## config.mk

```make
export PLATFORM = sky130hd
export DESIGN_NAME = phy_config_strap_control
export DESIGN_NICKNAME = d
export VERILOG_FILES = /design/src/hdl/phy_cfg_pkg.sv /design/src/hdl/phy_config_strap_control.sv
export VERILOG_INCLUDE_DIRS = /design/src /design/src/hdl
export SDC_FILE = /design/constraint.sdc
export NUM_CORES = 1
export LEC_CHECK = 0
export BUFFER_PORTS_ARGS = -buffer_cell sky130_fd_sc_hd__buf_2
export CORE_ASPECT_RATIO = 1.25
export CORE_UTILIZATION = 61
export CTS_CLUSTER_DIAMETER = 200
export CTS_CLUSTER_SIZE = 28
export DETAILED_ROUTE_END_ITERATION = 10
export GPL_ROUTABILITY_DRIVEN = 0
export HOLD_SLACK_MARGIN = 0.15
export PLACE_DENSITY = 0.79
export SYNTH_ARGS = -nofsm -noshare
export SYNTH_HDL_FRONTEND = slang
export SYNTH_SLANG_ARGS = --single-unit
```

## constraint.sdc

```tcl
create_clock -name SYS_CLK -period 2.7 [get_ports SYS_CLK]
set_clock_uncertainty 0.2 [all_clocks]
set_input_delay 0.135 -clock SYS_CLK [delete_from_list [all_inputs] [get_ports SYS_CLK]]
set_output_delay 0.135 -clock SYS_CLK [all_outputs]
set_load 0.05 [all_outputs]
```

## src/hdl/phy_cfg_params.svh

```systemverilog
// constants of the strap control block
// Function
// - crossover auto-select defaults on; strap or control bit 15 change it
// - force-crossover bit swaps pairs regardless of negotiation or auto-select
// - automatic crossover is idle while speed and duplex are forced
// - crossover switching times come from a random seed
// - address straps share collision pin and receive data bits 0 to 3
// - strapped address lands in control bits 4:0 at every reset
// - answer management only at own address; system keeps addresses unique
// - strapped address zero isolates; written address zero does not
// - unstrapped address defaults to 00001 through weak pulls
// - basic control bit 10 also selects isolate mode
// - isolated: ignore transmit inputs, float receive side and clock outputs
// - isolated: management reads and writes keep working
// - isolated: media sends idles or link pulses but no packet data
// - isolated: negotiation and receive link keep running
// - indicator mode from control bit 5 or strap: 1 link, 0 link plus blink
// - 10 Mb/s link after seven pulses or a good packet; loss timer drops
// - indicator polarity follows negotiation strap: low strap active high
// - direct indicator register drives the pin; reads never show the pin
// - full duplex: no collision, carrier sense only from receive
// - half duplex: carrier sense from transmit and receive
// - parallel detection always resolves to half duplex
// - basic control bit 14 loops transmit to receive, mutes media, status bit 3
// - negotiation strap sets advertised abilities in bits 8:5
`ifndef PHY_CFG_PARAMS_SVH
`define PHY_CFG_PARAMS_SVH

// register offsets on the management bus
`define REG_BASIC_CONTROL   5'h00
`define REG_ADVERTISEMENT   5'h04
`define REG_STATUS_SUMMARY  5'h10
`define REG_INDICATOR_DIR   5'h18
`define REG_PHY_CONTROL     5'h19

// basic control fields
`define BC_SOFT_RESET       15
`define BC_LOOPBACK         14
`define BC_SPEED100         13
`define BC_AN_ENABLE        12
`define BC_ISOLATE          10
`define BC_AN_RESTART       9
`define BC_FULL_DUPLEX      8
`define BC_RESET_VAL        16'h3100

// phy control fields
`define PC_MDIX_EN          15
`define PC_FORCE_XOVER      14
`define PC_INDICATOR_MODE_CFG          5
`define PC_ADDR_LSB         0
`define PC_RESET_VAL        16'h8021

// advertisement fields
`define ADV_ABIL_LSB        5
`define ADV_ABIL_HALF       4'h5
`define ADV_ABIL_ALL        4'hF
`define ADV_RESET_VAL       16'h01E1

// status summary fields
`define ST_LINK             0
`define ST_SPEED10          1
`define ST_FULL             2
`define ST_LOOPBACK         3
`define ST_AN_DONE          4

// indicator direct control fields
`define IND_OVERRIDE        4
`define IND_VALUE           1
`define IND_RESET_VAL       16'h0000

// addressing and framing
`define ADDR_DEFAULT        5'h01
`define PREAMBLE_ONES       6'd32
`define HDR_BITS            5'd13
`define DATA_BITS           5'd16
`define NLP_FOR_LINK        3'd7

// timing
`define CLK_HZ              10000000
`define MDIX_SLOT_US        1000
`define MDIX_SLOT_CYC       (`MDIX_SLOT_US * (`CLK_HZ / 1000000))
`define BLINK_MS            50
`define BLINK_CYC           (`BLINK_MS * (`CLK_HZ / 1000))
`define LFSR_SEED           16'hACE1

`endif

```

## src/hdl/phy_cfg_pkg.sv

```systemverilog
// types of the strap control block
package phy_cfg_pkg;
  typedef enum logic [3:0] {
    MG_PRE  = 4'b0001,
    MG_HDR  = 4'b0010,
    MG_TA   = 4'b0100,
    MG_DATA = 4'b1000
  } mgmt_state_t;
endpackage

```

## src/hdl/phy_config_strap_control.sv

```systemverilog
// configuration, strap latching, isolate, loopback, duplex and indicator control
`timescale 1ns/100ps
`include "phy_cfg_params.svh"
module phy_config_strap_control #(
  parameter int unsigned MDIX_SLOT_CYC = `MDIX_SLOT_CYC,
  parameter int unsigned BLINK_CYC     = `BLINK_CYC
) (
  input  wire logic       SYS_CLK,      // device clock, 10 MHz
  input  wire logic       NRST,         // async reset, active low
  input  wire logic       MDC,          // management clock, sampled
  input  wire logic       MDIO_IN,      // management data in
  output logic            MDIO_OUT,     // management data out
  output logic            MDIO_OE_N,    // low while driving
  input  wire logic [3:0] TXD,          // mii transmit data
  input  wire logic       TX_EN,        // mii transmit enable
  input  wire logic       TXCLK_GEN,    // transmit clock from datapath
  output logic            TX_CLK_OUT,   // mii transmit clock
  output logic            TX_CLK_OE_N,  // low while driving
  input  wire logic [3:0] RXD_IN,       // rxd pins, address strap
  output logic [3:0]      RXD_OUT,      // mii receive data
  output logic            RXD_OE_N,     // low while driving
  input  wire logic       COL_IN,       // col pin, address strap bit 0
  output logic            COL_OUT,      // mii collision
  output logic            COL_OE_N,     // low while driving
  input  wire logic       CRS_IN,       // crs pin, indicator mode strap
  output logic            CRS_OUT,      // mii carrier sense
  output logic            CRS_OE_N,     // low while driving
  input  wire logic       RX_ER_IN,     // rx_er pin, crossover enable strap
  output logic            RX_ER_OUT,    // mii receive error
  output logic            RX_ER_OE_N,   // low while driving
  output logic            RX_DV_OUT,    // mii receive data valid
  output logic            RX_DV_OE_N,   // low while driving
  input  wire logic       LED_IN,       // indicator pin, negotiation strap
  output logic            LED_OUT,      // indicator drive level
  output logic            LED_OE_N,     // low while driving
  input  wire logic [3:0] DP_RXD,       // receive data from datapath
  input  wire logic       DP_RX_DV,     // receive valid from datapath
  input  wire logic       DP_RX_ER,     // receive error from datapath
  input  wire logic       DP_RX_ACT,    // receive activity level
  input  wire logic       SD_100,       // 100 Mb/s signal detect
  input  wire logic       NLP_PULSE,    // normal link pulse seen
  input  wire logic       GOOD_PKT_10,  // valid 10 Mb/s packet seen
  input  wire logic       LINK_LOSS,    // link loss timer expired
  input  wire logic       AN_DONE,      // negotiation complete
  input  wire logic       AN_PARALLEL,  // resolved by parallel detection
  input  wire logic       AN_SPEED100,  // negotiated speed 100
  input  wire logic       AN_FULL,      // negotiated full duplex
  output logic            AN_ENABLE,    // negotiation enabled
  output logic            AN_RESTART,   // restart pulse
  output logic            MEDIA_TX_EN,  // packet data to media
  output logic            MDI_CROSSED,  // pairs swapped
  output logic            ISOLATED      // isolate mode active
);

  phy_cfg_pkg::mgmt_state_t state;
  logic        strap_done;
  logic        an0_strap;
  logic        addr_zero_strap;
  logic [15:0] basic_control_reg;
  logic [15:0] phy_control_reg;
  logic [15:0] advertisement_reg;
  logic [15:0] indicator_direct_reg;
  logic        mdc_q;
  logic        mdc_rise;
  logic [5:0]  pre_cnt;
  logic [4:0]  bit_cnt;
  logic [12:0] hdr;
  logic        is_read;
  logic [4:0]  reg_addr;
  logic [15:0] rd_shift;
  logic [15:0] wr_shift;
  logic        wr_stb;
  logic [15:0] wr_data;
  logic [15:0] rd_data;
  logic [12:0] next_hdr;
  logic        link10;
  logic [2:0]  nlp_cnt;
  logic        link;
  logic        speed100;
  logic        full_dup;
  logic        loopback;
  logic        tx_en_eff;
  logic        rx_act;
  logic        mdix_auto;
  logic        mdix_sel;
  logic [15:0] lfsr;
  logic [31:0] slot_cnt;
  logic [31:0] blink_cnt;
  logic        act_q;
  logic        led_level;
  logic        drive_mii;

  // management clock edge; inputs already synchronous
  assign mdc_rise = MDC & ~mdc_q;
  assign next_hdr = {hdr[11:0], MDIO_IN};

  // operating mode resolution
  assign AN_ENABLE = basic_control_reg[`BC_AN_ENABLE];
  assign loopback  = basic_control_reg[`BC_LOOPBACK];
  assign ISOLATED  = addr_zero_strap | basic_control_reg[`BC_ISOLATE];
  assign speed100  = AN_ENABLE ? AN_SPEED100 : basic_control_reg[`BC_SPEED100];
  // parallel detection cannot see full duplex, so it falls back to half
  assign full_dup  = AN_ENABLE ? (AN_FULL & ~AN_PARALLEL) : basic_control_reg[`BC_FULL_DUPLEX];
  assign link      = speed100 ? SD_100 : link10;
  assign tx_en_eff = TX_EN & ~ISOLATED;
  assign rx_act    = loopback ? tx_en_eff : DP_RX_ACT;
  assign drive_mii = strap_done & ~ISOLATED;

  // straps are taken on the first edge after release
  always_ff @(posedge SYS_CLK or negedge NRST) begin
    if (!NRST) begin
      strap_done      <= 1'b0;
      an0_strap       <= 1'b0;
      addr_zero_strap <= 1'b0;
    end else if (!strap_done) begin
      strap_done      <= 1'b1;
      an0_strap       <= LED_IN;
      addr_zero_strap <= ({RXD_IN, COL_IN} == 5'h00);
    end
  end

  // management serial framing
  always_ff @(posedge SYS_CLK or negedge NRST) begin
    if (!NRST) begin
      mdc_q     <= 1'b0;
      state     <= phy_cfg_pkg::MG_PRE;
      pre_cnt   <= 6'd0;
      bit_cnt   <= 5'd0;
      hdr       <= 13'h0000;
      is_read   <= 1'b0;
      reg_addr  <= 5'h00;
      rd_shift  <= 16'h0000;
      wr_shift  <= 16'h0000;
      wr_stb    <= 1'b0;
      wr_data   <= 16'h0000;
      MDIO_OUT  <= 1'b0;
      MDIO_OE_N <= 1'b1;
    end else begin
      mdc_q  <= MDC;
      wr_stb <= 1'b0;
      if (mdc_rise) begin
        case (state)
          phy_cfg_pkg::MG_PRE: begin
            if (MDIO_IN) begin
              if (pre_cnt != `PREAMBLE_ONES) begin
                pre_cnt <= pre_cnt + 6'd1;
              end
            end else if (pre_cnt == `PREAMBLE_ONES) begin
              state   <= phy_cfg_pkg::MG_HDR;
              bit_cnt <= 5'd0;
            end else begin
              pre_cnt <= 6'd0;
            end
          end
          phy_cfg_pkg::MG_HDR: begin
            hdr     <= next_hdr;
            bit_cnt <= bit_cnt + 5'd1;
            if (bit_cnt == `HDR_BITS - 5'd1) begin
              bit_cnt  <= 5'd0;
              pre_cnt  <= 6'd0;
              reg_addr <= next_hdr[4:0];
              is_read  <= (next_hdr[11:10] == 2'b10);
              // only the own address is served, isolated or not
              if (next_hdr[12] && (next_hdr[11] ^ next_hdr[10]) &&
                  next_hdr[9:5] == phy_control_reg[4:0]) begin
                state <= phy_cfg_pkg::MG_TA;
              end else begin
                state <= phy_cfg_pkg::MG_PRE;
              end
            end
          end
          phy_cfg_pkg::MG_TA: begin
            bit_cnt <= bit_cnt + 5'd1;
            if (bit_cnt == 5'd0) begin
              if (is_read) begin
                rd_shift  <= rd_data;
                MDIO_OUT  <= 1'b0;
                MDIO_OE_N <= 1'b0;
              end
            end else begin
              state    <= phy_cfg_pkg::MG_DATA;
              bit_cnt  <= 5'd0;
              MDIO_OUT <= rd_shift[15];
              rd_shift <= {rd_shift[14:0], 1'b0};
            end
          end
          phy_cfg_pkg::MG_DATA: begin
            bit_cnt  <= bit_cnt + 5'd1;
            wr_shift <= {wr_shift[14:0], MDIO_IN};
            MDIO_OUT <= rd_shift[15];
            rd_shift <= {rd_shift[14:0], 1'b0};
            if (bit_cnt == `DATA_BITS - 5'd1) begin
              state     <= phy_cfg_pkg::MG_PRE;
              MDIO_OUT  <= 1'b0;
              MDIO_OE_N <= 1'b1;
              wr_stb    <= ~is_read;
              wr_data   <= {wr_shift[14:0], MDIO_IN};
            end
          end
          default: begin
            state <= phy_cfg_pkg::MG_PRE;
          end
        endcase
      end
    end
  end

  // basic control; restart and soft reset bits self-clear
  always_ff @(posedge SYS_CLK or negedge NRST) begin
    if (!NRST) begin
      basic_control_reg <= `BC_RESET_VAL;
      AN_RESTART        <= 1'b0;
    end else begin
      AN_RESTART <= 1'b0;
      if (wr_stb && reg_addr == `REG_BASIC_CONTROL) begin
        basic_control_reg <= wr_data & ~16'h8200;
        AN_RESTART        <= wr_data[`BC_AN_RESTART];
      end
    end
  end

  // phy control; straps overwrite their fields once after reset
  always_ff @(posedge SYS_CLK or negedge NRST) begin
    if (!NRST) begin
      phy_control_reg <= `PC_RESET_VAL;
    end else if (!strap_done) begin
      phy_control_reg[`PC_MDIX_EN] <= RX_ER_IN;
      phy_control_reg[`PC_INDICATOR_MODE_CFG] <= CRS_IN;
      phy_control_reg[4:0]         <= {RXD_IN, COL_IN};
    end else if (wr_stb && reg_addr == `REG_PHY_CONTROL) begin
      // a written zero address changes matching only, never isolation
      phy_control_reg <= wr_data;
    end
  end

  // advertisement; abilities follow the negotiation strap
  always_ff @(posedge SYS_CLK or negedge NRST) begin
    if (!NRST) begin
      advertisement_reg <= `ADV_RESET_VAL;
    end else if (!strap_done) begin
      advertisement_reg[8:5] <= LED_IN ? `ADV_ABIL_ALL : `ADV_ABIL_HALF;
    end else if (wr_stb && reg_addr == `REG_ADVERTISEMENT) begin
      advertisement_reg <= wr_data;
    end
  end

  // indicator direct control, plain storage
  always_ff @(posedge SYS_CLK or negedge NRST) begin
    if (!NRST) begin
      indicator_direct_reg <= `IND_RESET_VAL;
    end else if (wr_stb && reg_addr == `REG_INDICATOR_DIR) begin
      indicator_direct_reg <= wr_data;
    end
  end

  // read mux; unmapped offsets read zero
  always_comb begin
    rd_data = 16'h0000;
    case (reg_addr)
      `REG_BASIC_CONTROL:  rd_data = basic_control_reg;
      `REG_ADVERTISEMENT:  rd_data = advertisement_reg;
      `REG_PHY_CONTROL:    rd_data = phy_control_reg;
      `REG_INDICATOR_DIR:  rd_data = indicator_direct_reg;
      `REG_STATUS_SUMMARY: begin
        rd_data[`ST_LINK]     = link;
        rd_data[`ST_SPEED10]  = ~speed100;
        rd_data[`ST_FULL]     = full_dup;
        rd_data[`ST_LOOPBACK] = loopback;
        rd_data[`ST_AN_DONE]  = AN_DONE;
      end
      default: rd_data = 16'h0000;
    endcase
  end

  // 10 Mb/s link; a set event wins over a same-cycle loss
  always_ff @(posedge SYS_CLK or negedge NRST) begin
    if (!NRST) begin
      link10  <= 1'b0;
      nlp_cnt <= 3'd0;
    end else if (GOOD_PKT_10) begin
      link10 <= 1'b1;
    end else if (NLP_PULSE) begin
      if (nlp_cnt == `NLP_FOR_LINK - 3'd1) begin
        link10 <= 1'b1;
      end else begin
        nlp_cnt <= nlp_cnt + 3'd1;
      end
    end else if (LINK_LOSS) begin
      link10  <= 1'b0;
      nlp_cnt <= 3'd0;
    end
  end

  // crossover hunt: random toggles per slot while no link; off when forced
  assign mdix_auto   = phy_control_reg[`PC_MDIX_EN] & AN_ENABLE;
  assign MDI_CROSSED = phy_control_reg[`PC_FORCE_XOVER] | (mdix_auto & mdix_sel);
  always_ff @(posedge SYS_CLK or negedge NRST) begin
    if (!NRST) begin
      lfsr     <= `LFSR_SEED;
      slot_cnt <= 32'h0000_0000;
      mdix_sel <= 1'b0;
    end else begin
      // free-running lfsr so the seed depends on elapsed time
      lfsr <= {lfsr[14:0], lfsr[15] ^ lfsr[13] ^ lfsr[12] ^ lfsr[10]};
      if (slot_cnt == MDIX_SLOT_CYC - 1) begin
        slot_cnt <= 32'h0000_0000;
        if (mdix_auto && !link && lfsr[0]) begin
          mdix_sel <= ~mdix_sel;
        end
      end else begin
        slot_cnt <= slot_cnt + 32'h0000_0001;
      end
    end
  end

  // activity blink: one off then on half-period per restart
  always_ff @(posedge SYS_CLK or negedge NRST) begin
    if (!NRST) begin
      act_q     <= 1'b0;
      blink_cnt <= 32'h0000_0000;
    end else begin
      act_q <= tx_en_eff | DP_RX_ACT;
      if ((tx_en_eff | DP_RX_ACT) && !act_q) begin
        blink_cnt <= BLINK_CYC;
      end else if (blink_cnt != 32'h0000_0000) begin
        blink_cnt <= blink_cnt - 32'h0000_0001;
      end
    end
  end

  // indicator level, then polarity from the strap
  always_comb begin
    if (indicator_direct_reg[`IND_OVERRIDE]) begin
      led_level = indicator_direct_reg[`IND_VALUE];
    end else if (phy_control_reg[`PC_INDICATOR_MODE_CFG]) begin
      led_level = link;
    end else begin
      led_level = link & ~(blink_cnt > (BLINK_CYC / 2));
    end
  end

  // mii and indicator drivers; outputs float until straps are taken
  always_ff @(posedge SYS_CLK or negedge NRST) begin
    if (!NRST) begin
      RXD_OUT     <= 4'h0;
      RX_DV_OUT   <= 1'b0;
      RX_ER_OUT   <= 1'b0;
      CRS_OUT     <= 1'b0;
      COL_OUT     <= 1'b0;
      TX_CLK_OUT  <= 1'b0;
      MEDIA_TX_EN <= 1'b0;
      LED_OUT     <= 1'b0;
      LED_OE_N    <= 1'b1;
      RXD_OE_N    <= 1'b1;
      RX_DV_OE_N  <= 1'b1;
      RX_ER_OE_N  <= 1'b1;
      CRS_OE_N    <= 1'b1;
      COL_OE_N    <= 1'b1;
      TX_CLK_OE_N <= 1'b1;
    end else begin
      RXD_OUT     <= loopback ? TXD : DP_RXD;
      RX_DV_OUT   <= loopback ? tx_en_eff : DP_RX_DV;
      RX_ER_OUT   <= loopback ? 1'b0 : DP_RX_ER;
      CRS_OUT     <= rx_act | (~full_dup & tx_en_eff);
      COL_OUT     <= ~full_dup & ~loopback & tx_en_eff & DP_RX_ACT;
      TX_CLK_OUT  <= TXCLK_GEN;
      // idles and link pulses are the datapath's; only packet data is gated
      MEDIA_TX_EN <= tx_en_eff & ~loopback;
      LED_OUT     <= led_level ^ an0_strap;
      LED_OE_N    <= ~strap_done;
      RXD_OE_N    <= ~drive_mii;
      RX_DV_OE_N  <= ~drive_mii;
      RX_ER_OE_N  <= ~drive_mii;
      CRS_OE_N    <= ~drive_mii;
      COL_OE_N    <= ~drive_mii;
      TX_CLK_OE_N <= ~drive_mii;
    end
  end

endmodule

```

# [Yosys cells after proc, flatten, opt, wreduce, memory -nomap -nowiden]
# Cells that the tools add are included.
[word_totals] mem_bits_ro=0 in_bits=33 elab_cells=202 latchBits=0 mem_bits_rw=0 memories=0 output_inout_bits=24 ff_bits=249
[op_classes] eq_ne=30 shift=0 n_addsub=5 muxes=58 n_bitwise=33 multipliers=0 magnitude_cmp=1 n_div=0 reduce_logical=35
[ops] op="two-way mux 32 bit" count=3
[ops] op="two-way mux 16 bit" count=3
[ops] op="one-hot mux 11 bit (4 select lines)" count=1
[ops] op="adder 32 x 1 -> 32 bit, second input constant" count=1
[ops] op="== test 32 x 14 -> 1 bit, second input constant" count=1
[ops] op="greater-than comparator 32 x 18 -> 1 bit, second input constant" count=1
[ops] op="two-way mux 4 bit" count=8
[ops] op="one-hot mux 16 bit (2 select lines)" count=1
[ops] op="nonzero test 32 bit" count=1
[ops] op="subtractor 32 x 1 -> 32 bit, second input constant" count=1
[ops] op="two-way mux 6 bit" count=5
[ops] op="one-hot mux 5 bit (5 select lines)" count=1
[ops] op="two-way mux 1 bit" count=22
[ops] op="two-way mux 5 bit" count=4
[ops] op="one-hot mux 5 bit (4 select lines)" count=1
[ops] op="inequality test 2 bit, second input constant" count=8
[ops] op="one-hot mux 4 bit (4 select lines)" count=1
[ops] op="== test 5 bit, second input constant" count=3
[ops] op="logical NOT 5 bit" count=3
[ops] op="AND 1 bit" count=12
[ops] op="two-way mux 3 bit" count=4
[ops] op="inverter 1 bit" count=12
[ops] op="one-hot mux 6 bit (2 select lines)" count=1
[ops] op="AND reduction 2 bit" count=6
[ops] op="other kinds (30)" count=58

# [Logic depth before layout (Yosys ltp)]
# Gate-level depths: netlist of run 1.
[depth] word_depth=7 depth_mapped=9 depth_no_buf=7

# [Worst setup path before layout of run 1]
# No wires, ideal clock.
[synth_timing] path_type="register to register" startpoint="reg blink_cnt[0]" endpoint="reg blink_cnt[25]" period_less_slack_ps=2403 stages_incl_launch_ff=7 setup_slack_ps=297 t_arrival_ps=2125 n_path_buf=1 required_time_ps=2422 setup_time_ps=78 path_cell_list="dfrtp_1 > or4_4 > or2_1 > buf_6 > or3_4 > or4_1 > a21oi_1"
[synth_between] elab_chain_cells=3 elab_cells_between_ends=5 classes_between="1 x add/sub; 2 x mux; 2 x reduce/logical"
[synth_rtl] element="start, declared" line_no="phy_config_strap_control.sv:88" text="logic [31:0] blink_cnt;"
[synth_rtl] element="start signal, assigned" line_no="phy_config_strap_control.sv:326" text="blink_cnt <= blink_cnt - 32'h0000_0001;"
[synth_rtl] element="subtractor 32 x 1 -> 32 bit" line_no="phy_config_strap_control.sv:326"
[synth_rtl] element="two-way mux 32 bit" line_no="phy_config_strap_control.sv:325" text="end else if (blink_cnt != 32'h0000_0000) begin"
[synth_rtl] element="two-way mux 32 bit" line_no="phy_config_strap_control.sv:323" text="if ((tx_en_eff | DP_RX_ACT) && !act_q) begin"
# Several ways; a longest one is shown, not always the timed one. The select of a mux whose other input is x is not followed.
# A chain may end at the register's enable or synchronous reset.

# [Final worst setup path of run 1]
# Ends and elaborated chain as after synthesis.

==> results of run 1 <==
## critical path: stages (launching register included)
cell,delay (ns)
dfrtp_1,0.42
or4_4,0.57
or2_1,0.34
or3_4,0.39
or4_1,0.41
a21oi_1,0.14
## cells by family after synthesis
| group | after synthesis | share of synthesized area |
|---|---|---|
| buffers and inverters | 73 | 0.02889 |
| AND/OR/NAND/NOR | 319 | 0.1525 |
| multiplexers | 121 | 0.1174 |
| AO/OA/AOI/OAI | 177 | 0.1077 |
| adder cells (fa/ha/maj) | 11 | 0.01208 |
| flip-flops | 249 | 0.5496 |
| XOR/XNOR | 41 | 0.03153 |
| other | 1 | 0.0003292 |
## metal layers
| layer | GRT usage | routed length [microns] | vias up |
|---|---|---|---|
| met1 | 0.3281 | 10190 | 4053 |
| met4 | 0.08835 | 707 | 0 |
| li1 | - | - | 3819 |
| met5 | 0 | 0 | - |
| met2 | 0.4620 | 12150 | 192 |
| met3 | 0.02318 | 823 | 50 |
## layout by cell type, fill, tap and decap left out, types with 6 or more instances in the layout
cell           synthesis  layout
a21oi_1               34      34
and4_1                 6       6
dfstp_2               23      23
or3_1                 12      12
nor3_1                21      21
dfrtp_1              226     226
clkbuf_1              29       6
xnor2_1               24      24
or4_1                 20      20
nand2b_1               8       8
and3_1                12      12
ha_1                  11      11
clkbuf_16              0      13
mux2_2               101     101
nor2b_1                7       7
nand4_1               14      14
nand2_1               82      82
xor2_1                17      17
a21o_1                 9       9
o31ai_1               16      16
mux2i_1               20      20
o21ai_0               30      30
inv_1                 22      22
dlygate4sd3_1          0      40
nand3_1               30      30
a22oi_1               20      20
nor2_1                61      61
buf_4                  6      36
a31oi_1               15      15
buf_2                  8      55
## through the flow
step | hold slack [ns] | total power, uW
global route | 0.1618 | 7802
floorplan | -0.3606 | 4993
CTS | 0.1588 | 7480
detailed placement | -0.03645 | 5404
finish | 0.1565 | 7449
global placement | -0.04202 | 5353
## power by group
group | internal [uW] | total (uW) | switching [uW]
clock | 905 | 2030 | 1120
combinational | 509 | 1220 | 708
sequential | 3940 | 4210 | 265
## synthesized netlist by cell type, drive strengths merged (15+ instances only)
cell type  instances
dfrtp            226
mux2             101
nand2             82
nor2              61
a21oi             34
o21ai             32
nand3             30
clkbuf            29
xnor2             24
dfstp             23
buf               22
inv               22
nor3              22
or4               21
a22oi             20
mux2i             20
xor2              17
o31ai             16
a31oi             15
## timing repair
item,CTS,global route
endpoints found under the setup margin,0,15
endpoints found under the hold margin,311,0
resized for setup,0,3
hold buffers,40,0
## worst max-delay path by stage
stage	endpoint	slack, ns	cells past startpoint
2_1_floorplan	blink_cnt[25]	0.30	6
3_3_place_gp	blink_cnt[25]	0.21	5
5_1_grt	rd_shift[3]	0.008	5
4_1_cts	rd_shift[4]	0.11	5
3_5_place_dp	rd_shift[1]	0.14	5
6_report	blink_cnt[25]	0.17	5
## final cells by class
cell class                      count  area (sq um)
Clock buffer                       19         347.8
Clock inverter                      1         5.005
Fill cell                        1335          5321
Inverter                           22         82.58
Multi-Input combinational cell    670          4825
Sequential cell                   249          6260
Tap cell                          228         285.3
Timing Repair Buffer              136          1041
==> summary.txt, run 1 <==
Outcome: finished clean
H-tree depth: 1
Chip width: 124.2 microns
Detailed Place HPWL: 16,290 microns
Fin. max-slew vios: 0
Postcts setup bufs: 0
Top-area cell type share of the netlist area: 0.4965
First-pass GRT wire length: 40,630 microns
Worst slew pin tran: 0.7101 ns
Synth Flop Type: dfrtp_1
Post-route non-filler standard cell count: 1,325
CP Launch Point: blink_cnt[0]
Biggest regs: blink_cnt x32, slot_cnt x32
FFs w/ async S/R, synth: 1.000
Maximum clock path buffer count: 3
TritonCTS clock tree: yes
Vias per cell: 6.124
Inserted Clock Buffers: 12
Max-cap violations: 0
Syn avg cell area: 11.48 sq um
Setup crit start kind: flop
Hold_sp: lfsr[8]
Critical Path Sink Type: flop
Setup WS pre-CTS: 0.1446 ns
Setup TNS: 0 ns
Via count: 8,114
Critical Path RT: 2.92 ns
Mapped Cells: 992
Clk root buf: clkbuf_16
Io pins: 57
Lkg Pwr: 0.005869 uW
Post-route minimum period: 2.531 ns
Crit path arrival time: 2.75 ns
Final core occ: 0.7071
PD cells: 579.9 mW/mm^2
Vias in the first global route: 8,287
Cell Area, Placed: 0.01207 sq mm
Period utilization: 0.9373
Final Worst Setup Slack: 0.1693 ns
Antenna cells: 0
DRT Wirelength: 23,870 microns
Headroom to the max-slew limit: 0.5255
Netlist cell types: 76
Mapped Area: 0.01139 sq mm
Post-route ant nets: 0
GRT Util Overall: 0.2578
Crit Reg-Reg Startpoint: blink_cnt[0]
Syn nets: 1,036
Worst Hold Class: flop to flop
Clock sink count: 249
Skew-Pair Late Insertion Delay: 0.48 ns
Hold path depth: 0
Initial Util: 0.6269
Largest cells by area after synthesis: dfrtp_1 (50%), mux2_2 (10%), dfstp_2 (5.3%)
Design Area, Final: 0.01285 sq mm
Die area: 0.01923 sq mm
Site Rows: 55
Placed insts: 1,265
R2r worst-path depth: 5
Critical path type: flop to flop
Nets: 1,135
Largest net degree at the start of global routing: 77
Layout cells sized above 1: 0.2334
Yosys top cell by area: dfrtp_1
Synthesized flop and latch total: 249
VDD IR-drop max: 0.7439 mV
Initial antenna violation count: 0
# port buffers: 56
1st-iter DRT viols: 616
Drt wl/cell: 18.02 microns
Clock-pin slew of the registers on the worst-case setup and hold paths: 0.11 ns
Reg-to-Reg End: blink_cnt[25]
Max frequency: 0.3951 GHz
Syn-to-layout area delta: 12.79%
Worst-path maximum fanout: 9
Worst Hold Endpoint: lfsr[9]
YS warnings: 0
Die Y: 154.8 microns
Setup slack, reg-to-reg: 0.17 ns
Drc violations: 0
Hold Violations, Final: 0
RSZ-0062 raised after global routing: false
Register area share after synthesis: 0.5496
DR pass1 iterations: 5
Gr ovfl total: 0
Final count of negative-setup-slack endpoints: 0
Core area: 0.01817 sq mm
Post-synth EDFFs: 0
(Power assumes the default switching activity.)
==> run 2, diff against run 1 <==
ABC_AREA = 1   (was default)
CORE_UTILIZATION = 62   (was 61)
PLACE_DENSITY = 0.8   (was 0.79)
==> summary.txt, run 2 <==
Syn avg cell area: 8.445 sq um (-26%)
Die area: 0.01966 sq mm (+2.2%)
Delay of the slowest critical-path stage: 0.62 ns (+0.05 ns)
Initial antenna violation count: 0 (unchanged)
Design Area, Final: 0.01308 sq mm (+1.8%)
CP Depth: 9 (+4)
RSZ-0062 raised after global routing: false
Synthesized flop and latch total: 249 (unchanged)
Site Rows: 56 (+1.8%)
Critical Path Sink Type: flop
Max frequency: 0.4193 GHz (+6.1%)
Largest cells by area after synthesis: dfrtp_1 (48%), nand2_1 (11%), dfstp_2 (5.1%)
Failing checks: DRC
Fill cells: 1,474 (+10%)
Die Y: 156.5 microns (+1.1%)
1st-iter DRT viols: 848 (+38%)
Setup crit start kind: flop
Reg power frac: 0.530 (-0.035)
Cell Area, Placed: 0.01234 sq mm (+2.3%)
Nets: 1,527 (+35%)
CP Launch Point: basic_control_reg[12]
Detailed Place HPWL: 18,420 microns (+13%)
Sw Share: 0.3357 (+0.05445)
Netlist cell types: 49 (-36%)
FFs w/ async S/R, synth: 1.000 (unchanged)
Outcome: finished, violations left
Post-route ant nets: 0 (unchanged)
Hold Violations, Final: 0 (unchanged)
Count leader, synth: nand2_1
Maximum clock path buffer count: 3 (unchanged)
Chip width: 125.6 microns (+1.1%)
Yosys top cell by area: dfrtp_1
Antenna cells: 0 (unchanged)
Synth Flop Type: dfrtp_1
Layout cells sized above 1: 0.1177 (-0.1157)
Lkg Pwr: 0.006137 uW (+4.6%)
Max-cap violations: 0 (unchanged)
PD cells: 670.0 mW/mm^2 (+16%)
Worst Hold Class: flop to flop
Gr ovfl total: 0 (unchanged)
Syn nets: 1,446 (+40%)
Buf/Inv on CP: 2 (+2)
CP Capture Point: mdix_sel
Drc violations: 3 (+3)
Setup TNS: 0 ns (unchanged)
Worst-path maximum fanout: 6 (-3)
DR pass1 iterations: 9 (+4)
VDD IR-drop max: 0.6842 mV (-8.0%)
Vias per cell: 5.531 (-9.7%)
Core area: 0.01871 sq mm (+3.0%)
Largest net degree at the start of global routing: 74 (-3.9%)
Critical Path RT: 2.88 ns (-0.04 ns)
Crit-path cells: inv_1 > nand2_1 > nand2_1 > o21ai_0 > inv_1 > nor3b_1 > nand2_1 > nor2_1 > nor2_1
Critical path type: flop to flop
Slowest cell on the critical path: dfstp_2
Commonest cells in the netlist: nand2_1 (360), dfrtp_1 (226), inv_1 (157), nor2_1 (131), o21ai_0 (114)
Skew-Pair Late Insertion Delay: 0.48 ns (about the same)
Final Worst Setup Slack: 0.3150 ns (+0.1457 ns)
Final count of negative-setup-slack endpoints: 0 (unchanged)
GRT Util Overall: 0.2786 (+0.02078)
Postcts setup bufs: 0 (unchanged)
Post-synth EDFFs: 0 (unchanged)
Mapped Cells: 1,402 (+41%)
YS warnings: 0 (unchanged)
Syn-to-layout area delta: 10.45%
Crit path arrival time: 2.57 ns (-0.18 ns)
Setup slack, reg-to-reg: 0.32 ns (+0.15 ns)
Power share of the combinational group: 0.239 (+0.076)
Fin. max-slew vios: 0 (unchanged)
DRT Wirelength: 26,210 microns (+9.8%)
Clock sink count: 249 (unchanged)
Io pins: 57 (unchanged)
First-pass GRT wire length: 44,420 microns (+9.3%)
Commonest non-fill, non-tap cell in the layout: nand2_1
Post-route minimum period: 2.385 ns (-0.1457 ns)
# port buffers: 56 (unchanged)
Vias in the first global route: 9,280 (+12%)
H-tree depth: 1 (unchanged)
Crit path max-delay family: simple AND/OR/NAND/NOR gates
Reg-to-Reg End: mdix_sel
Setup WS pre-CTS: 0.4153 ns (+0.2708 ns)
Via count: 9,508 (+17%)
Clock network fraction of total power: 0.232 (-0.040)
Biggest regs: blink_cnt x32, slot_cnt x32
Inserted Clock Buffers: 12 (unchanged)
Clock-pin slew of the registers on the worst-case setup and hold paths: 0.10 ns (about the same)
Initial Util: 0.6329 (+0.005964)
Register area share after synthesis: 0.5287 (-0.02091)
Most frequent CP cell: nand2_1
Drt wl/cell: 15.25 microns (-15%)
Headroom to the max-slew limit: 0.3494 (-0.1761)
Switching power total: 2942 uW (+40%)
Clk root buf: clkbuf_16
Worst slew pin tran: 0.9736 ns (+0.2635 ns)
Mapped Area: 0.01184 sq mm (+4.0%)
Top-area cell type share of the netlist area: 0.4776 (-0.01889)
TritonCTS clock tree: yes
Period utilization: 0.8833 (-0.05397)
Commonest cells after routing, fill and taps aside: nand2_1 (360), dfrtp_1 (226), inv_1 (157), nor2_1 (131), o21ai_0 (114)
R2r worst-path depth: 9 (+4)
Int Power: 5821 uW (+8.7%)
Crit Reg-Reg Startpoint: basic_control_reg[12]
-- run 2: metal layers --
metal	routed length [microns]	share of wire	vias to the layer above	GRT usage
met1	11570	0.44	4606	0.3681
met5	0	0	-	0
li1	-	-	4634	-
met4	686	0.026	0	0.09408
met3	924	0.035	54	0.02564
met2	13030	0.50	214	0.4852
-- run 2: cell families (layout without fill, tap and decap cells) --
group,Yosys count,in the layout,share of synthesized area
simple gates,679,679,0.2504
flops,249,249,0.5287
buf+inv,208,293,0.07175
compound gates,200,200,0.09701
xor+xnor,53,53,0.03920
fa+ha+maj,11,11,0.01162
other cells,1,1,0.0003167
mux,1,1,0.0009510
-- run 2: stage by stage --
| stage | instances | total power [uW] | utilization | hold WS, ns |
|---|---|---|---|---|
| 2_1_floorplan | 1402 | 6186 | - | -0.3606 |
| 3_3_place_gp | 1662 | 6646 | 0.6597 | -0.05354 |
| 3_5_place_dp | 1662 | 6729 | 0.6597 | -0.05437 |
| 4_1_cts | 1720 | 8817 | 0.6996 | 0.1629 |
| 5_1_grt | 1719 | 9278 | 0.6990 | 0.1655 |
| 6_report | 1719 | 8762 | 0.6990 | 0.1587 |
-- run 2: worst min-delay path by stage --
stage,startpoint,end,depth (start not counted)
after floorplan,NRST,AN_RESTART,0
after global placement,NRST,lfsr[9],1
final,lfsr[3],lfsr[4],0
after CTS,lfsr[3],lfsr[4],0
after detailed placement,NRST,lfsr[9],1
after global routing,lfsr[6],lfsr[7],0
-- run 2: power groups by stage --
stage / combinational [uW] / clock (uW) / sequential (uW)
2_1_floorplan: 1490 / 0 / 4700
3_3_place_gp: 1960 / 0 / 4680
3_5_place_dp: 2030 / 0 / 4700
4_1_cts: 2090 / 2090 / 4640
5_1_grt: 2370 / 2200 / 4710
6_report: 2090 / 2030 / 4640
-- run 2: final cells by class --
class                      count  area [sq um]  area share
sequential                   249          6260      0.4787
multi-input combinational    945          4731      0.3618
timing repair buffer         110         830.8     0.06353
inverter                     165         620.6     0.04746
clock buffer                  17         340.3     0.02602
tap                          232         290.3     0.02220
clock inverter                 1         5.005   0.0003827
-- run 2: worst reg2reg max path, cell delays in order (launching register included) --
cell and delay, ns:
dfstp_2 0.62, inv_1 0.10, nand2_1 0.10, nand2_1 0.15, o21ai_0 0.45, inv_1 0.13, nor3b_1 0.29, nand2_1 0.10
nor2_1 0.09, nor2_1 0.05
-- run 2: timing repair --
item,CTS,global route
gates resized for setup,0,0
hold endpoints to repair,316,0
setup endpoints to repair,0,2
hold buffers,40,0
